--- src/verilog/rsc_pkg.sv ---
// Constants, register map and state codes of the reset source combiner
package rsc_pkg;
    // Register offsets on the plain register port
    localparam int ADDR_W = 4;
    localparam logic [3:0] OFS_FLAGS = 4'h0;
    localparam logic [3:0] OFS_OSC = 4'h4;
    localparam logic [3:0] OFS_STAT = 4'h8;
    // Reset-cause flag positions
    localparam int B_TRAP = 15;
    localparam int B_ILLOP = 14;
    localparam int B_CFGMM = 9;
    localparam int B_FBIAS = 8;
    localparam int B_PIN = 7;
    localparam int B_SWR = 6;
    localparam int B_WDEN = 5;
    localparam int B_WATCHDOG_TIMEOUT_FLAG = 4;
    localparam int B_SLEEP = 3;
    localparam int B_IDLE = 2;
    localparam int B_BOR = 1;
    localparam int B_POR = 0;
    localparam int OSC_LSB = 12;
    // Power-up value and implemented bits of the flag word
    localparam logic [15:0] FLAGS_POR_VAL = 16'h0003;
    localparam logic [15:0] FLAGS_MASK = 16'hc3ff;
    localparam logic [2:0] OSC_RST_VAL = 3'h0;
    // Timing, figures in their own units
    localparam int CLK_MHZ = 100;
    localparam int T_POR_US = 10;
    localparam int T_RST_US = 10;
    localparam int T_POWER_UP_TIMER_MS = 64;
    localparam int T_POWER_UP_TIMER_REG_US = 10;
    localparam int T_FAIL_SAFE_CLOCK_MONITOR_US = 5;
    localparam int OST_PERIODS = 1024;
    localparam int POR_CYC = T_POR_US * CLK_MHZ;
    localparam int RST_CYC = T_RST_US * CLK_MHZ;
    localparam int POWER_UP_TIMER_CYC = T_POWER_UP_TIMER_MS * 1000 * CLK_MHZ;
    localparam int POWER_UP_TIMER_REG_CYC = T_POWER_UP_TIMER_REG_US * CLK_MHZ;
    localparam int FAIL_SAFE_CLOCK_MONITOR_CYC = T_FAIL_SAFE_CLOCK_MONITOR_US * CLK_MHZ;
    localparam int DLY_W = 23;
    localparam logic [9:0] OST_LAST = 10'(OST_PERIODS - 1);
    // Sequencer states, one-hot
    typedef enum logic [3:0] {
        ST_POR = 4'h1,
        ST_POWER_UP_TIMER = 4'h2,
        ST_RST = 4'h4,
        ST_RUN = 4'h8
    } rsc_state_e;
endpackage

--- src/verilog/rsc_reset_combiner.sv ---
// Reset source combiner: merges reset sources, records causes, sequences release
//
// Design decisions made here: the strobed register port and the placing of the registers.
`timescale 1ns/1ns
module rsc_reset_combiner #(
    parameter int POWER_UP_TIMER_CYCLES = rsc_pkg::POWER_UP_TIMER_CYC
) (
    input wire logic mclk,
    input wire logic arst_n,
    input wire logic [3:0] reg_addr,
    input wire logic [15:0] reg_wdata,
    input wire logic reg_wr,
    input wire logic reg_rd,
    output logic [15:0] reg_rdata,
    input wire logic external_pin_reset,
    input wire logic brownout_reset,
    input wire logic software_reset,
    input wire logic watchdog_timeout,
    input wire logic config_mismatch,
    input wire logic trap_conflict,
    input wire logic illegal_opcode,
    input wire logic uninit_wreg_reset,
    input wire logic power_save_sleep,
    input wire logic power_save_idle,
    input wire logic watchdog_clear_instr,
    input wire logic watchdog_fuse_enable,
    input wire logic clock_switch_en,
    input wire logic [2:0] initial_osc_select,
    input wire logic regulator_disabled,
    input wire logic osc_pin,
    input wire logic pll_used,
    input wire logic pll_lock,
    output logic master_reset_out,
    output logic cpu_run,
    output logic osc_clk_release,
    output logic fail_safe_clock_monitor_active,
    output logic watchdog_enable,
    output logic flash_bias_in_sleep,
    output logic regulator_standby_sleep,
    output logic [2:0] current_osc_field
);

    // Pin inputs: two flops before use
    logic [3:0] sync1_reg;
    logic [3:0] sync2_reg;
    logic osc_prev_reg;
    wire logic [3:0] pins = {pll_lock, osc_pin, brownout_reset, external_pin_reset};

    always_ff @(posedge mclk or negedge arst_n) begin
        if (!arst_n) begin
            sync1_reg <= 4'h0;
            sync2_reg <= 4'h0;
            osc_prev_reg <= 1'b0;
        end else begin
            sync1_reg <= pins;
            sync2_reg <= sync1_reg;
            osc_prev_reg <= sync2_reg[2];
        end
    end

    wire logic pin_s = sync2_reg[0];
    wire logic bor_s = sync2_reg[1];
    wire logic osc_rise = sync2_reg[2] & ~osc_prev_reg;
    wire logic lock_s = sync2_reg[3];

    // Non-power reset sources
    wire logic any_rst = pin_s | software_reset | watchdog_timeout | config_mismatch
        | trap_conflict | illegal_opcode | uninit_wreg_reset;

    // Register decode
    wire logic wr_flags = reg_wr & (reg_addr == rsc_pkg::OFS_FLAGS);
    wire logic rd_flags = reg_rd & (reg_addr == rsc_pkg::OFS_FLAGS);
    wire logic rd_osc = reg_rd & (reg_addr == rsc_pkg::OFS_OSC);
    wire logic rd_stat = reg_rd & (reg_addr == rsc_pkg::OFS_STAT);

    // Sequencer state and delay counter
    rsc_pkg::rsc_state_e state_reg;
    rsc_pkg::rsc_state_e state_next;
    logic [rsc_pkg::DLY_W-1:0] dly_reg;
    logic [rsc_pkg::DLY_W-1:0] dly_next;
    wire logic dly_done = (dly_reg == '0);

    // Load values are one less than the delay, since zero ends it
    // power-up timer length
    wire logic [rsc_pkg::DLY_W-1:0] power_up_timer_load = regulator_disabled
        ? rsc_pkg::DLY_W'(POWER_UP_TIMER_CYCLES - 1)
        : rsc_pkg::DLY_W'(rsc_pkg::POWER_UP_TIMER_REG_CYC - 1);
    wire logic [rsc_pkg::DLY_W-1:0] rst_load = rsc_pkg::DLY_W'(rsc_pkg::RST_CYC - 1);

    // Next state of the release sequencer
    always_comb begin
        state_next = state_reg;
        dly_next = dly_done ? dly_reg : dly_reg - 1'b1;
        case (state_reg)
            rsc_pkg::ST_POR: begin
                if (dly_done) begin
                    state_next = rsc_pkg::ST_POWER_UP_TIMER;
                    dly_next = power_up_timer_load;
                end
            end
            rsc_pkg::ST_POWER_UP_TIMER: begin
                if (bor_s) begin
                    dly_next = power_up_timer_load;
                end else if (dly_done) begin
                    state_next = rsc_pkg::ST_RST;
                    dly_next = rst_load;
                end
            end
            rsc_pkg::ST_RST: begin
                if (bor_s) begin
                    state_next = rsc_pkg::ST_POWER_UP_TIMER;
                    dly_next = power_up_timer_load;
                end else if (any_rst) begin
                    dly_next = rst_load;
                end else if (dly_done) begin
                    state_next = rsc_pkg::ST_RUN;
                end
            end
            rsc_pkg::ST_RUN: begin
                if (bor_s) begin
                    state_next = rsc_pkg::ST_POWER_UP_TIMER;
                    dly_next = power_up_timer_load;
                end else if (any_rst) begin
                    state_next = rsc_pkg::ST_RST;
                    dly_next = rst_load;
                end
            end
            default: begin
                state_next = rsc_pkg::ST_POR;
                dly_next = rsc_pkg::DLY_W'(rsc_pkg::POR_CYC - 1);
            end
        endcase
    end

    // Sequencer flops; master reset is active until run
    always_ff @(posedge mclk or negedge arst_n) begin
        if (!arst_n) begin
            state_reg <= rsc_pkg::ST_POR;
            dly_reg <= rsc_pkg::DLY_W'(rsc_pkg::POR_CYC - 1);
            master_reset_out <= 1'b1;
        end else begin
            state_reg <= state_next;
            dly_reg <= dly_next;
            master_reset_out <= (state_next != rsc_pkg::ST_RUN);
        end
    end

    // Reset-cause flags: software write, then hardware clears, then sets
    logic [15:0] flags_reg;
    logic [15:0] flags_next;
    logic [15:0] flags_set;

    // every active source sets its bit; illegal opcode and uninitialised W register share B_ILLOP
    always_comb begin
        flags_set = 16'h0000;
        flags_set[rsc_pkg::B_TRAP] = trap_conflict;
        flags_set[rsc_pkg::B_ILLOP] = illegal_opcode | uninit_wreg_reset;
        flags_set[rsc_pkg::B_CFGMM] = config_mismatch;
        flags_set[rsc_pkg::B_PIN] = pin_s;
        flags_set[rsc_pkg::B_SWR] = software_reset;
        flags_set[rsc_pkg::B_WATCHDOG_TIMEOUT_FLAG] = watchdog_timeout;
        flags_set[rsc_pkg::B_SLEEP] = power_save_sleep;
        flags_set[rsc_pkg::B_IDLE] = power_save_idle;
        flags_set[rsc_pkg::B_BOR] = bor_s;
    end

    // instruction clear of the timeout, set wins
    always_comb begin
        flags_next = wr_flags ? reg_wdata : flags_reg;
        if (power_save_sleep | power_save_idle | watchdog_clear_instr) begin
            flags_next[rsc_pkg::B_WATCHDOG_TIMEOUT_FLAG] = 1'b0;
        end
        flags_next = (flags_next | flags_set) & rsc_pkg::FLAGS_MASK;
    end

    // bit 0 set only by this reset value or by a software write
    // power-up value; control bits kept over other resets
    always_ff @(posedge mclk or negedge arst_n) begin
        if (!arst_n) begin
            flags_reg <= rsc_pkg::FLAGS_POR_VAL;
        end else begin
            flags_reg <= flags_next;
        end
    end

    // watchdog enable; flash bias in sleep
    always_ff @(posedge mclk or negedge arst_n) begin
        if (!arst_n) begin
            watchdog_enable <= 1'b0;
            flash_bias_in_sleep <= 1'b0;
            regulator_standby_sleep <= 1'b1;
        end else begin
            watchdog_enable <= watchdog_fuse_enable | flags_next[rsc_pkg::B_WDEN];
            flash_bias_in_sleep <= flags_next[rsc_pkg::B_FBIAS];
            regulator_standby_sleep <= ~flags_next[rsc_pkg::B_FBIAS];
        end
    end

    // Clock selection after reset
    wire logic power_reset = (state_reg == rsc_pkg::ST_POR) | (state_reg == rsc_pkg::ST_POWER_UP_TIMER);
    wire logic other_reset = (state_reg == rsc_pkg::ST_RST);

    // no switching: follow config on any reset
    always_ff @(posedge mclk or negedge arst_n) begin
        if (!arst_n) begin
            current_osc_field <= rsc_pkg::OSC_RST_VAL;
        end else if (power_reset | (other_reset & ~clock_switch_en)) begin
            current_osc_field <= initial_osc_select;
        end
    end

    // Oscillator start-up timer, restarted by brown-out; power-up restarts it through reset
    logic [9:0] ost_cnt_reg;
    wire logic ost_hit = osc_rise & (ost_cnt_reg == rsc_pkg::OST_LAST);

    always_ff @(posedge mclk or negedge arst_n) begin
        if (!arst_n) begin
            ost_cnt_reg <= 10'h000;
            osc_clk_release <= 1'b0;
        end else if (bor_s) begin
            ost_cnt_reg <= 10'h000;
            osc_clk_release <= 1'b0;
        end else if (!osc_clk_release & osc_rise) begin
            ost_cnt_reg <= ost_cnt_reg + 10'h001;
            osc_clk_release <= ost_hit;
        end
    end

    // execution waits for release, timer and lock
    wire logic clk_ready = osc_clk_release & (lock_s | ~pll_used);

    // Clock monitor start delay after release
    logic [9:0] fail_safe_clock_monitor_cnt_reg;
    wire logic fail_safe_clock_monitor_due = (fail_safe_clock_monitor_cnt_reg == 10'(rsc_pkg::FAIL_SAFE_CLOCK_MONITOR_CYC - 1));

    // monitor waits for release plus delay
    always_ff @(posedge mclk or negedge arst_n) begin
        if (!arst_n) begin
            fail_safe_clock_monitor_cnt_reg <= 10'h000;
            fail_safe_clock_monitor_active <= 1'b0;
            cpu_run <= 1'b0;
        end else begin
            cpu_run <= (state_next == rsc_pkg::ST_RUN) & clk_ready;
            if (state_next != rsc_pkg::ST_RUN || master_reset_out) begin
                fail_safe_clock_monitor_cnt_reg <= 10'h000;
                fail_safe_clock_monitor_active <= 1'b0;
            end else if (!fail_safe_clock_monitor_due) begin
                fail_safe_clock_monitor_cnt_reg <= fail_safe_clock_monitor_cnt_reg + 10'h001;
            end else begin
                fail_safe_clock_monitor_active <= 1'b1;
            end
        end
    end

    // Read data, one cycle after the strobe; unmapped reads zero
    wire logic [15:0] osc_word = {1'b0, current_osc_field, 12'h000};
    wire logic [15:0] stat_word = {10'h000, fail_safe_clock_monitor_active, clk_ready, state_reg};
    wire logic [15:0] rd_mux = rd_flags ? flags_reg
        : rd_osc ? osc_word
        : rd_stat ? stat_word
        : 16'h0000;

    always_ff @(posedge mclk or negedge arst_n) begin
        if (!arst_n) begin
            reg_rdata <= 16'h0000;
        end else begin
            reg_rdata <= rd_mux;
        end
    end
endmodule

--- config.mk ---
export PLATFORM = sky130hd
export DESIGN_NAME = rsc_reset_combiner
export DESIGN_NICKNAME = d
export VERILOG_FILES = /design/src/verilog/rsc_pkg.sv /design/src/verilog/rsc_reset_combiner.sv
export SDC_FILE = /design/constraint.sdc
export NUM_CORES = 1
export LEC_CHECK = 0
export BUFFER_PORTS_ARGS = -buffer_cell sky130_fd_sc_hd__buf_4
export CAP_MARGIN = 0
export CORE_ASPECT_RATIO = 1.4
export CORE_UTILIZATION = 51
export CTS_BUF_LIST = sky130_fd_sc_hd__clkbuf_16
export DETAILED_ROUTE_END_ITERATION = 10
export GPL_ROUTABILITY_DRIVEN = 1
export HOLD_SLACK_MARGIN = 0.05
export PLACE_DENSITY = 0.8
export SLEW_MARGIN = 20
export SYNTH_ARGS = -nofsm -noshare
export SYNTH_HDL_FRONTEND = slang
export SYNTH_SLANG_ARGS = --single-unit
--- constraint.sdc ---
create_clock -name mclk -period 2.3 [get_ports mclk]
set_input_delay 0.115 -clock mclk [delete_from_list [all_inputs] [get_ports mclk]]
set_output_delay 0.115 -clock mclk [all_outputs]
set_load 0.1 [all_outputs]
After elaboration in Yosys (flattened, before gate mapping)
Index checks and enable logic that the tools add are counted.
Widths: inputs -> output; s select.
{"block": "op_classes", "add_sub_neg": 3, "mul": 0, "div_mod_pow": 0, "magnitude_cmp": 0, "eq_ne": 11, "n_shift": 0, "mux": 30, "bitwise": 28, "reduce_logical": 7}
{"op": "$mux 23", "n": 7}
{"op": "$pmux 23 s3", "n": 1}
{"op": "$mux 10", "n": 4}
{"op": "$mux 16", "n": 2}
{"op": "$mux 4", "n": 8}
{"op": "$logic_not 23->1", "n": 1}
{"op": "$sub 23x1->23 const B", "n": 1}
{"op": "$add 10x1->10 const B", "n": 2}
{"op": "$or 16x16->16", "n": 1}
{"op": "$pmux 4 s4", "n": 1}
{"op": "$mux 15", "n": 1}
{"op": "$or 1x1->1", "n": 13}
{"op": "$eq 4x4->1 const B", "n": 3}
{"op": "$and 1x1->1", "n": 10}
{"op": "$eq 10x10->1 const B", "n": 1}
{"op": "$eq 10x9->1 const B", "n": 1}
{"op": "$eq 4x3->1 const B", "n": 2}
{"op": "$mux 6", "n": 1}
{"op": "$mux 1", "n": 5}
{"op": "$eq 4x1->1 const B", "n": 1}
{"op": "$eq 4x2->1 const B", "n": 1}
{"op": "$logic_not 4->1", "n": 1}
{"op": "$ne 4x4->1 const B", "n": 1}
{"op": "$not 1->1", "n": 4}
{"op": "5 further kinds", "n": 6}
{"block": "totals", "regBits": 94, "latchBits": 0, "ramBits": 0, "rom_bits": 0, "output_inout_bits": 26, "elab_cells": 96, "mem_count": 0}

Depth between registers and ports, before layout
Gate-level depths: netlist of run 1.
{"block": "logic_depth", "ltp_word": 12, "mapped_depth": 9, "mapped_depth_nobuf": 8}

Worst setup path after synthesis of run 1
Ideal clock, no wire load.
{"block": "synth_path", "path_type": "flip-flop to flip-flop", "startpoint": "register dly_reg[1] (netlist name)", "endpoint": "register fail_safe_clock_monitor_cnt_reg[0]", "setup_ns": 0.073, "t_arrival_ns": 2.270, "slack_ns": -0.043, "path_stages_with_launch": 10, "n_path_buf": 2, "synth_period_minus_slack_ns": 2.343, "cell_sequence": "dfstp_2 -> inv_1 -> ha_1 -> or4b_1 -> or4_1 -> buf_2 -> o31ai_4 -> nand4b_2 -> buf_6 -> nor2_1"}
{"block": "synth_via", "elab_chain_cells": 8}
{"element": "start, declared", "line_no": "rsc_reset_combiner.sv:79", "rtl": "logic [rsc_pkg::DLY_W-1:0] dly_reg;"}
{"element": "start signal, assigned", "line_no": "rsc_reset_combiner.sv:139", "rtl": "dly_reg <= rsc_pkg::DLY_W'(rsc_pkg::POR_CYC - 1);"}
{"element": "start signal, assigned", "line_no": "rsc_reset_combiner.sv:143", "rtl": "dly_reg <= dly_next;"}
{"element": "$logic_not 23->1 *", "line_no": "rsc_reset_combiner.sv:81", "rtl": "wire logic dly_done = (dly_reg == '0);"}
{"element": "$mux 4", "line_no": "rsc_reset_combiner.sv:115", "rtl": "end else if (dly_done) begin"}
{"element": "$mux 4", "line_no": "rsc_reset_combiner.sv:113", "rtl": "end else if (any_rst) begin"}
{"element": "$mux 4", "line_no": "rsc_reset_combiner.sv:110", "rtl": "if (bor_s) begin"}
{"element": "$pmux 4 s4 *", "line_no": "rsc_reset_combiner.sv:94", "rtl": "case (state_reg)"}
{"element": "$ne 4x4->1 *", "line_no": "rsc_reset_combiner.sv:244", "rtl": "if (state_next != rsc_pkg::ST_RUN || master_reset_out) begin"}
{"element": "$logic_or 1x1->1 *", "line_no": "rsc_reset_combiner.sv:244"}
{"element": "$ne 2x1->1 (no source line) / $mux 10 (equally long branches)"}
{"element": "end signal, assigned", "line_no": "rsc_reset_combiner.sv:248", "rtl": "fail_safe_clock_monitor_cnt_reg <= fail_safe_clock_monitor_cnt_reg + 10'h001;"}
{"element": "end, declared", "line_no": "rsc_reset_combiner.sv:233", "rtl": "logic [9:0] fail_safe_clock_monitor_cnt_reg;"}
Every way passes the cells marked *; elsewhere a longest branch is shown, timed or not.
A chain may end at the register's enable or synchronous reset.

Worst setup path after layout of run 1
{"block": "layout_path", "startpoint": "register dly_reg[9] (netlist name)", "endpoint": "register fail_safe_clock_monitor_cnt_reg[2]"}
The elaborated chain is that of the path after synthesis.

==> results of run 1 <==
[worst max-delay path, stage by stage (launching register included)]
cell and delay (ns):
dfstp_2 0.37, or4_4 0.56, or4_4 0.62, o31ai_4 0.36
nand4b_4 0.15, buf_12 0.17, nor2_1 0.13
[what timing repair did]
item | 4_1_cts | 5_1_grt
endpoints found under the setup margin | 16 | 28
pin swaps | 0 | 12
hold buffers | 29 | 0
resized for setup | 9 | 23
setup buffers | 2 | 4
endpoints found under the hold margin | 61 | 0
[synth_stat cells, drive strengths merged (6+ instances only)]
| library cell | number |
|---|---|
| a211o | 6 |
| a21oi | 15 |
| and2 | 8 |
| clkbuf | 13 |
| dfrtp | 78 |
| dfstp | 13 |
| inv | 11 |
| mux2 | 6 |
| mux2i | 7 |
| nand2 | 19 |
| nand3 | 13 |
| nand4 | 7 |
| nor2 | 43 |
| nor2b | 11 |
| nor3 | 16 |
| nor4 | 8 |
| o21ai | 22 |
| o31ai | 6 |
| or2 | 7 |
| or3 | 10 |
| or4 | 12 |
| xnor2 | 11 |
| xor2 | 17 |
[logic make-up (layout without fill, tap and decap cells)]
family	after synthesis	after routing	synth area share [%]
and+or+nand+nor	176	176	23.0
DFF	91	91	52.0
AOI/OAI and AO/OA	77	77	12.1
xor gates and xnor gates	28	28	5.56
buffers and inverters	28	166	2.78
muxes	13	13	3.12
adders and majority gates	5	5	1.42
other	1	2	0.0850
[final cells by class]
class / count / area share, %
clock buffer: 9 / 3.75
timing repair buffer: 139 / 19.2
inverter: 11 / 0.687
multi-input combinational: 301 / 35.5
clock inverter: 7 / 0.624
tap: 102 / 2.12
sequential: 91 / 38.1
[power by group through the flow]
stage	Combinational [mW]	Clock, mW	Sequential (mW)
5_1_grt	2.46	1.37	2.11
2_1_floorplan	1.02	0	2.31
3_3_place_gp	1.94	0	2.09
6_report	2.33	1.30	2.09
4_1_cts	2.12	1.31	2.07
3_5_place_dp	2.01	0	2.10
[final timing paths]
kind	to	slack (ns)	cells after the start
min	reg_rdata[13]$_DFF_PN0_	0.06	2
max in group asynchronous	dly_reg[5]$_DFF_PN1_	1.28	3
min reg2reg	sync2_reg[1]$_DFF_PN0_	0.35	0
max	fail_safe_clock_monitor_cnt_reg[2]$_DFFE_PN0P_	-0.15	6
max reg2reg	fail_safe_clock_monitor_cnt_reg[2]$_DFFE_PN0P_	-0.15	6
min in group asynchronous	reg_rdata[13]$_DFF_PN0_	0.32	2
[routing by layer]
layer | wire length (um) | global-route usage [%] | vias up | part of all wire, %
li1 | - | - | 1783 | -
met1 | 4450 | 32.4 | 1944 | 36
met2 | 6760 | 52.0 | 188 | 54
met3 | 661 | 4.80 | 59 | 5.3
met4 | 594 | 14.9 | 0 | 4.8
met5 | 0 | 0 | - | 0
==> flow_summary.ini, run 1 <==
[drt]
drt-pass1-iter-count = 5
drcViolationCount = 0
drtIter0Drc = 349
via_count = 3974
routed_wirelength_um = 12500
postRouteAntennaNets = 0
via_per_inst = 6.02
post_drt_wl_per_cell_um = 18.9

[clock_tree]
htreeDepth = 3
cts_tree = yes
cts_buffers = 9
clk_latency_ns = 0.34
cts.sinks = 91
cts_buffer_depth = 2
root_buffer = clkbuf_16
path_clk_slew_ns = 0.06

[placement]
pre_cts_ws_ns = -0.117
placed_cells = 609
portBuffers = 63
place_congestion = 0.929
dpl_cell_area_um2 = 5280
place_hpwl_um = 7680

[power]
p_total_mw = 5.71
p_leak_nw = 2.64
peakVddDrop_mv = 0.661
seqPwrFrac_pct = 36.5
power.share.clock_pct = 22.8
p_int_mw = 3.56
p_switching_mw = 2.15
combPwrFrac_pct = 40.7
swShare_pct = 37.6
p_per_area_nw_per_um2 = 950

[timing]
max_freq_ghz = 0.409
tns_ns = -1.55
whs_ns = 0.0636
slew_violations = 0
setup_viol = 18
slew_headroom_pct = 48.8
period_minus_slack_ns = 2.45
period_share_pct = 106
finalClockSkew_ns = 0.00498
rsz0062_at_grt = yes
worst_slack_ns = -0.147
tightest_slew_ns = 0.762
hold_viol_final = 0

[critical_path]
r2r-start = dly_reg[9]$_DFF_PN1_
cp-startpoint = dly_reg[9]$_DFF_PN1_
cp.arrival_ns = 2.71
start_kind = flop
worstPathMaxFanout = 11
cp-end-kind = flop
required_ns = 2.56
criticalPathCategory = flop to flop

[global_route]
grt_max_degree = 48
grt_pass1_wl_um = 19700
grt_overflow_total = 0
grt_pass1_vias = 4097
grtUsageTotal_pct = 29.0
antenna_found_initial = 0

[final_layout]
final_layout_size_suffix_gt1_share_pct = 33.9
largest_reg_flops = 23
final_cells = 660
antenna_cells = 0
final_util_pct = 72.5
multi_input_area_um2 = 2130
fill_cells = 546
num-nets-final = 602
final_common_cell = buf_4
final_cell_mix = buf_4, dfrtp_1, nor2_1, dlygate4sd3_1
finalInstanceArea_um2 = 6010
seq_area_um2 = 2290
synthToLayoutAreaGrowth_pct = 36.3

[logic_synthesis]
synth_area_um2 = 4410
syn_avg_cell_area_um2 = 10.5
yosysWarnings = 0
syn_inst = 419
synth-seq-area-share_pct = 52.0
synth_top_area_share_pct = 44.2
synth_edf_count = 0
synth_seq_cells = 91
yosys_most_used_dff = dfrtp_1
ys_top_cells_by_area = dfrtp_1, dfstp_2, xor2_1
synth_cell_types = 64
synth_top_cell_by_area = dfrtp_1
synthArstFlopShare_pct = 100

[die]
die-width_um = 80.6
coreArea_um2 = 8300
die_h_um = 112
fp-row-count = 39
die_area_um2 = 9030
start_util_pct = 53.2
io_pins = 70

[hold_path]
min_from = reg_addr[2]
holdCritPathClass = input pin to flop

[outcome]
violations = setup timing
status = finished, violations left

[run]
cap_violations = 0
Power figures use the tool's default switching activity.
==> run 2, diff against run 1 <==
Settings changed: CELL_PAD_IN_SITES_DETAIL_PLACEMENT from default to 0, CELL_PAD_IN_SITES_GLOBAL_PLACEMENT from default to 2, CORE_MARGIN from default to 4, CORE_UTILIZATION 51 to 33.
==> run 2 against run 1 <==
The run still ends with setup timing left. Critical path type unchanged. Combinational power about the same. Critical path depth down 1. Fmax up 4.0%. Hold slack worse by 0.0042 ns. Register-to-register slack better by 0.09 ns. Count of clock-buffer cells in the layout unchanged.
==> flow_summary.ini, run 2 (synthesis gave the netlist of run 1 again) <==
[critical_path]
worstPathMaxFanout = 6
required_ns = 2.58
worst-r2r-cell-count = 5
start_kind = flop
reg2reg_to = dly_reg[21]$_DFF_PN0_
r2r_slack_ns = -0.05
crit_end = dly_reg[21]$_DFF_PN0_
r2r-start = dly_reg[8]$_DFF_PN1_
cp-end-kind = flop
cp-startpoint = dly_reg[8]$_DFF_PN1_
criticalPathCategory = flop to flop
cp.arrival_ns = 2.63

[power]
p_per_area_nw_per_um2 = 955
p_leak_nw = 2.68
swShare_pct = 36.4
peakVddDrop_mv = 0.647
power.share.clock_pct = 26.1
combPwrFrac_pct = 38.9
p_switching_mw = 2.14
seqPwrFrac_pct = 35.0
p_int_mw = 3.75

[final_layout]
largest_reg_flops = 23
final_cell_mix = buf_4, dfrtp_1, nor2_1, dlygate4sd3_1, nand2_1
num-nets-final = 612
synthToLayoutAreaGrowth_pct = 39.9
final_util_pct = 47.5
final_cells = 746
antenna_cells = 0
final_layout_size_suffix_gt1_share_pct = 34.5
final_common_cell = buf_4
finalInstanceArea_um2 = 6170

[die]
io_pins = 70
start_util_pct = 33.9
fp-row-count = 49
die_area_um2 = 15300
die-width_um = 106
coreArea_um2 = 13000
die_h_um = 145

[clock_tree]
cts.sinks = 91
htreeDepth = 3
cts_tree = yes
cts_buffers = 9
path_clk_slew_ns = 0.07
clk_latency_ns = 0.34
root_buffer = clkbuf_16
cts_buffer_depth = 2

[drt]
drcViolationCount = 0
drt-pass1-iter-count = 5
postRouteAntennaNets = 0
via_count = 3711
drtIter0Drc = 152
via_per_inst = 4.97
post_drt_wl_per_cell_um = 15.5
routed_wirelength_um = 11600

[global_route]
grt_pass1_wl_um = 19400
grt_max_degree = 54
grtUsageTotal_pct = 15.8
grt_overflow_total = 0
grt_pass1_vias = 3917
antenna_found_initial = 0

[timing]
tightest_slew_ns = 0.698
slew_headroom_pct = 53.5
max_freq_ghz = 0.425
hold_viol_final = 0
whs_ns = 0.0594
worst_slack_ns = -0.0533
period_minus_slack_ns = 2.35
period_share_pct = 102
rsz0062_at_grt = yes
setup_viol = 13
slew_violations = 0
finalClockSkew_ns = 0.00494

[placement]
place_congestion = 0.856
place_hpwl_um = 8560
pre_cts_ws_ns = -0.0549
placed_cells = 697
portBuffers = 63
dpl_cell_area_um2 = 5460

[outcome]
violations = setup timing
status = finished, violations left

[run]
cap_violations = 0

[hold_path]
holdCritPathClass = input pin to flop
run 2: layout make-up:
| class | count | area, um2 |
|---|---|---|
| timing repair buffer | 149 | 1230 |
| tap | 178 | 223 |
| inverter | 11 | 41.3 |
| multi-input combinational | 301 | 2080 |
| clock inverter | 7 | 82.6 |
| clock buffer | 9 | 225 |
| sequential | 91 | 2290 |
| fill | 1253 | 6830 |
run 2: timing repair:
action / in CTS / in global routing
hold buffers: 29 / 0
setup buffers: 2 / 2
endpoints found under the setup margin: 19 / 35
pin swaps: 1 / 4
endpoints found under the hold margin: 64 / 0
gates resized for setup: 3 / 20
run 2: metal layers:
layer  global-route usage, %  vias up  wire length (um)
li1                        -     1805                 -
met1                    18.3     1808              4740
met2                    29.1       90              6170
met3                    3.73        8               550
met4                    4.64        0               121
met5                       0        -                 0
run 2: power by group through the flow:
| stage | Clock [mW] | Combinational, mW | Sequential (mW) |
|---|---|---|---|
| 4_1_cts | 1.58 | 2.22 | 2.06 |
| 6_report | 1.54 | 2.30 | 2.06 |
| 2_1_floorplan | 0 | 1.02 | 2.31 |
| 5_1_grt | 1.65 | 2.51 | 2.09 |
| 3_3_place_gp | 0 | 2.13 | 2.08 |
| 3_5_place_dp | 0 | 2.14 | 2.09 |
run 2: worst max-delay path: stages (launching register included):
cell and delay (ns):
dfstp_2 0.37, or4_4 0.57, or4_1 0.62, nor2_1 0.17, or4b_1 0.46, nand3_1 0.10
run 2: metrics by stage:
stage          total power [mW]  TNS, ns
6_report                   5.90   -0.151
5_1_grt                    6.25    -1.94
4_1_cts                    5.87   -0.116
3_5_place_dp               4.23   -0.499
3_3_place_gp               4.22   -0.350
2_1_floorplan              3.33        0
run 2: worst min path at each step:
stage                      startpoint                       to  slack, ns  cells after the start
after floorplan                arst_n        cpu_run$_DFF_PN0_      -0.18                      0
after global placement         arst_n    dly_reg[16]$_DFF_PN0_       0.21                      1
after detailed placement       arst_n    dly_reg[19]$_DFF_PN0_       0.22                      1
after CTS                 reg_addr[3]  reg_rdata[14]$_DFF_PN0_       0.05                      3
after global routing      reg_addr[3]  reg_rdata[14]$_DFF_PN0_       0.07                      3
final                     reg_addr[3]  reg_rdata[14]$_DFF_PN0_       0.06                      3
==> run 3, diff against run 2 <==
Settings changed: CORE_MARGIN 4 to 2.
==> run 3 against run 2 <==
The flow still finishes with violations (setup timing). Hold slack gained 0.011 ns. Utilization shrank 0.13 points. Critical path depth grew 1. Flip-flop and latch count is the same. Routed wire length grew 0.78%. Setup slack gained 0.026 ns. Total power shrank 0.37%. Combinational power grew 4%. Via count grew 0.35%. Count of clock-buffer cells in the layout is the same. First-iteration DRC count shrank 13%.
==> flow_summary.ini, run 3 (synthesis gave the netlist of run 1 again) <==
[final_layout]
num-nets-final = 617
fill_cells = 1255
synthToLayoutAreaGrowth_pct = 41.7
final_common_cell = buf_4
final_layout_size_suffix_gt1_share_pct = 37.2
final_util_pct = 47.3
final_cell_mix = buf_4, dfrtp_1, nor2_1, dlygate4sd3_1, nand2_1
antenna_cells = 0
largest_reg_flops = 23

[run]
cap_violations = 0

[global_route]
grtUsageTotal_pct = 17.4
grt_pass1_wl_um = 19600
antenna_found_initial = 0
grt_pass1_vias = 3948
grt_overflow_total = 0
grt_max_degree = 92

[drt]
drtIter0Drc = 132
post_drt_wl_per_cell_um = 15.5
drt-pass1-iter-count = 4
postRouteAntennaNets = 0
routed_wirelength_um = 11700
via_per_inst = 4.93
drcViolationCount = 0
via_count = 3724

[critical_path]
required_ns = 2.57
worstPathMaxFanout = 11
cp-end-kind = flop
criticalPathCategory = flop to flop
crit_top_cell = or4_4
crit_path_top_delay_cell = or4_4
path_cells = or4_4 > or4_4 > o31ai_4 > nand4b_4 > buf_12 > nor2_1
cp.arrival_ns = 2.60
start_kind = flop
cpPeakStageDelay_ns = 0.62

[timing]
hold_viol_final = 0
worst_slack_ns = -0.0273
setup_viol = 13
period_minus_slack_ns = 2.33
max_freq_ghz = 0.430
whs_ns = 0.0700
slew_violations = 0
tightest_slew_ns = 0.552
finalClockSkew_ns = 0.00678
slew_headroom_pct = 62.9
period_share_pct = 101
rsz0062_at_grt = yes

[clock_tree]
clk_latency_ns = 0.34
cts_buffers = 9
cts_tree = yes
cts.sinks = 91
htreeDepth = 3
root_buffer = clkbuf_16
cts_buffer_depth = 2
path_clk_slew_ns = 0.07

[placement]
portBuffers = 63
place_hpwl_um = 8220
place_congestion = 0.858

[die]
start_util_pct = 33.4
coreArea_um2 = 13200
die_area_um2 = 14300
die_h_um = 141
fp-row-count = 50
io_pins = 70
die-width_um = 102

[hold_path]
holdCritPathClass = input pin to flop

[outcome]
violations = setup timing
status = finished, violations left

[power]
peakVddDrop_mv = 0.560
p_leak_nw = 2.71
p_per_area_nw_per_um2 = 940
run 3: power breakdown:
group,total (mW),internal [mW],switching [mW]
combinational,2.39,1.05,1.34
sequential,2.09,1.90,0.191
clock,1.39,0.740,0.651
total,5.87,3.69,2.19
run 3: critical path: cells and delay by family (launching register included):
| family | cells | cell delay [ns] |
|---|---|---|
| buffers and inverters | 1 | 0.17 |
| AO/OA/AOI/OAI | 1 | 0.27 |
| flip-flops | 1 | 0.37 |
| AND/OR/NAND/NOR | 4 | 1.44 |
run 3: final timing paths:
path / start / to / slack [ns] / cells after the start
worst max-delay path: dly_reg[8]$_DFF_PN1_ / fail_safe_clock_monitor_cnt_reg[1]$_DFFE_PN0P_ / -0.03 / 6
worst min-delay path: reg_addr[3] / reg_rdata[14]$_DFF_PN0_ / 0.07 / 3
worst max register to register: dly_reg[8]$_DFF_PN1_ / fail_safe_clock_monitor_cnt_reg[1]$_DFFE_PN0P_ / -0.03 / 6
worst min register to register: sync1_reg[3]$_DFF_PN0_ / sync2_reg[3]$_DFF_PN0_ / 0.35 / 0
max in group asynchronous: arst_n / regulator_standby_sleep$_DFF_PN1_ / 1.53 / 3
min in group asynchronous: arst_n / ost_cnt_reg[3]$_DFFE_PN0P_ / 0.34 / 3
run 3: cell type report:
| cell class | count | area, um2 | share of cell area [%] |
|---|---|---|---|
| Clock inverter | 7 | 52.6 | 0.841 |
| Sequential cell | 91 | 2290 | 36.7 |
| Tap cell | 182 | 228 | 3.64 |
| Timing Repair Buffer | 154 | 1270 | 20.3 |
| Inverter | 11 | 41.3 | 0.661 |
| Clock buffer | 9 | 225 | 3.60 |
| Multi-Input combinational cell | 301 | 2140 | 34.3 |
run 3: per-stage QoR:
| stage | setup WS (ns) | cell area, um2 | cells | power (mW) | TNS [ns] |
|---|---|---|---|---|---|
| finish | -0.0273 | 6250 | 755 | 5.87 | -0.233 |
| global route | -0.105 | 6250 | 755 | 6.24 | -1.63 |
| CTS | -0.0373 | 6080 | 748 | 5.76 | -0.298 |
| detailed placement | -0.0979 | 5480 | 703 | 4.27 | -0.766 |
| global placement | -0.0575 | 5480 | 703 | 4.23 | -0.379 |
| floorplan | 0.00391 | 4430 | 420 | 3.33 | 0 |
run 3: routing by layer:
layer  vias to the layer above  GRT usage [%]  part of all wire (%)
met4                         0           7.11                   2.9
li1                       1805              -                     -
met5                         -              0                     0
met1                      1821           20.7                    41
met2                        78           30.1                    53
met3                        20           3.72                   3.5
run 3: timing repair:
item	in CTS	in global routing
endpoints found under the setup margin	24	38
endpoints found under the hold margin	99	0
hold buffers	29	0
resized for setup	7	31
gates cloned	0	0
pin swaps	4	8
setup buffers	0	7
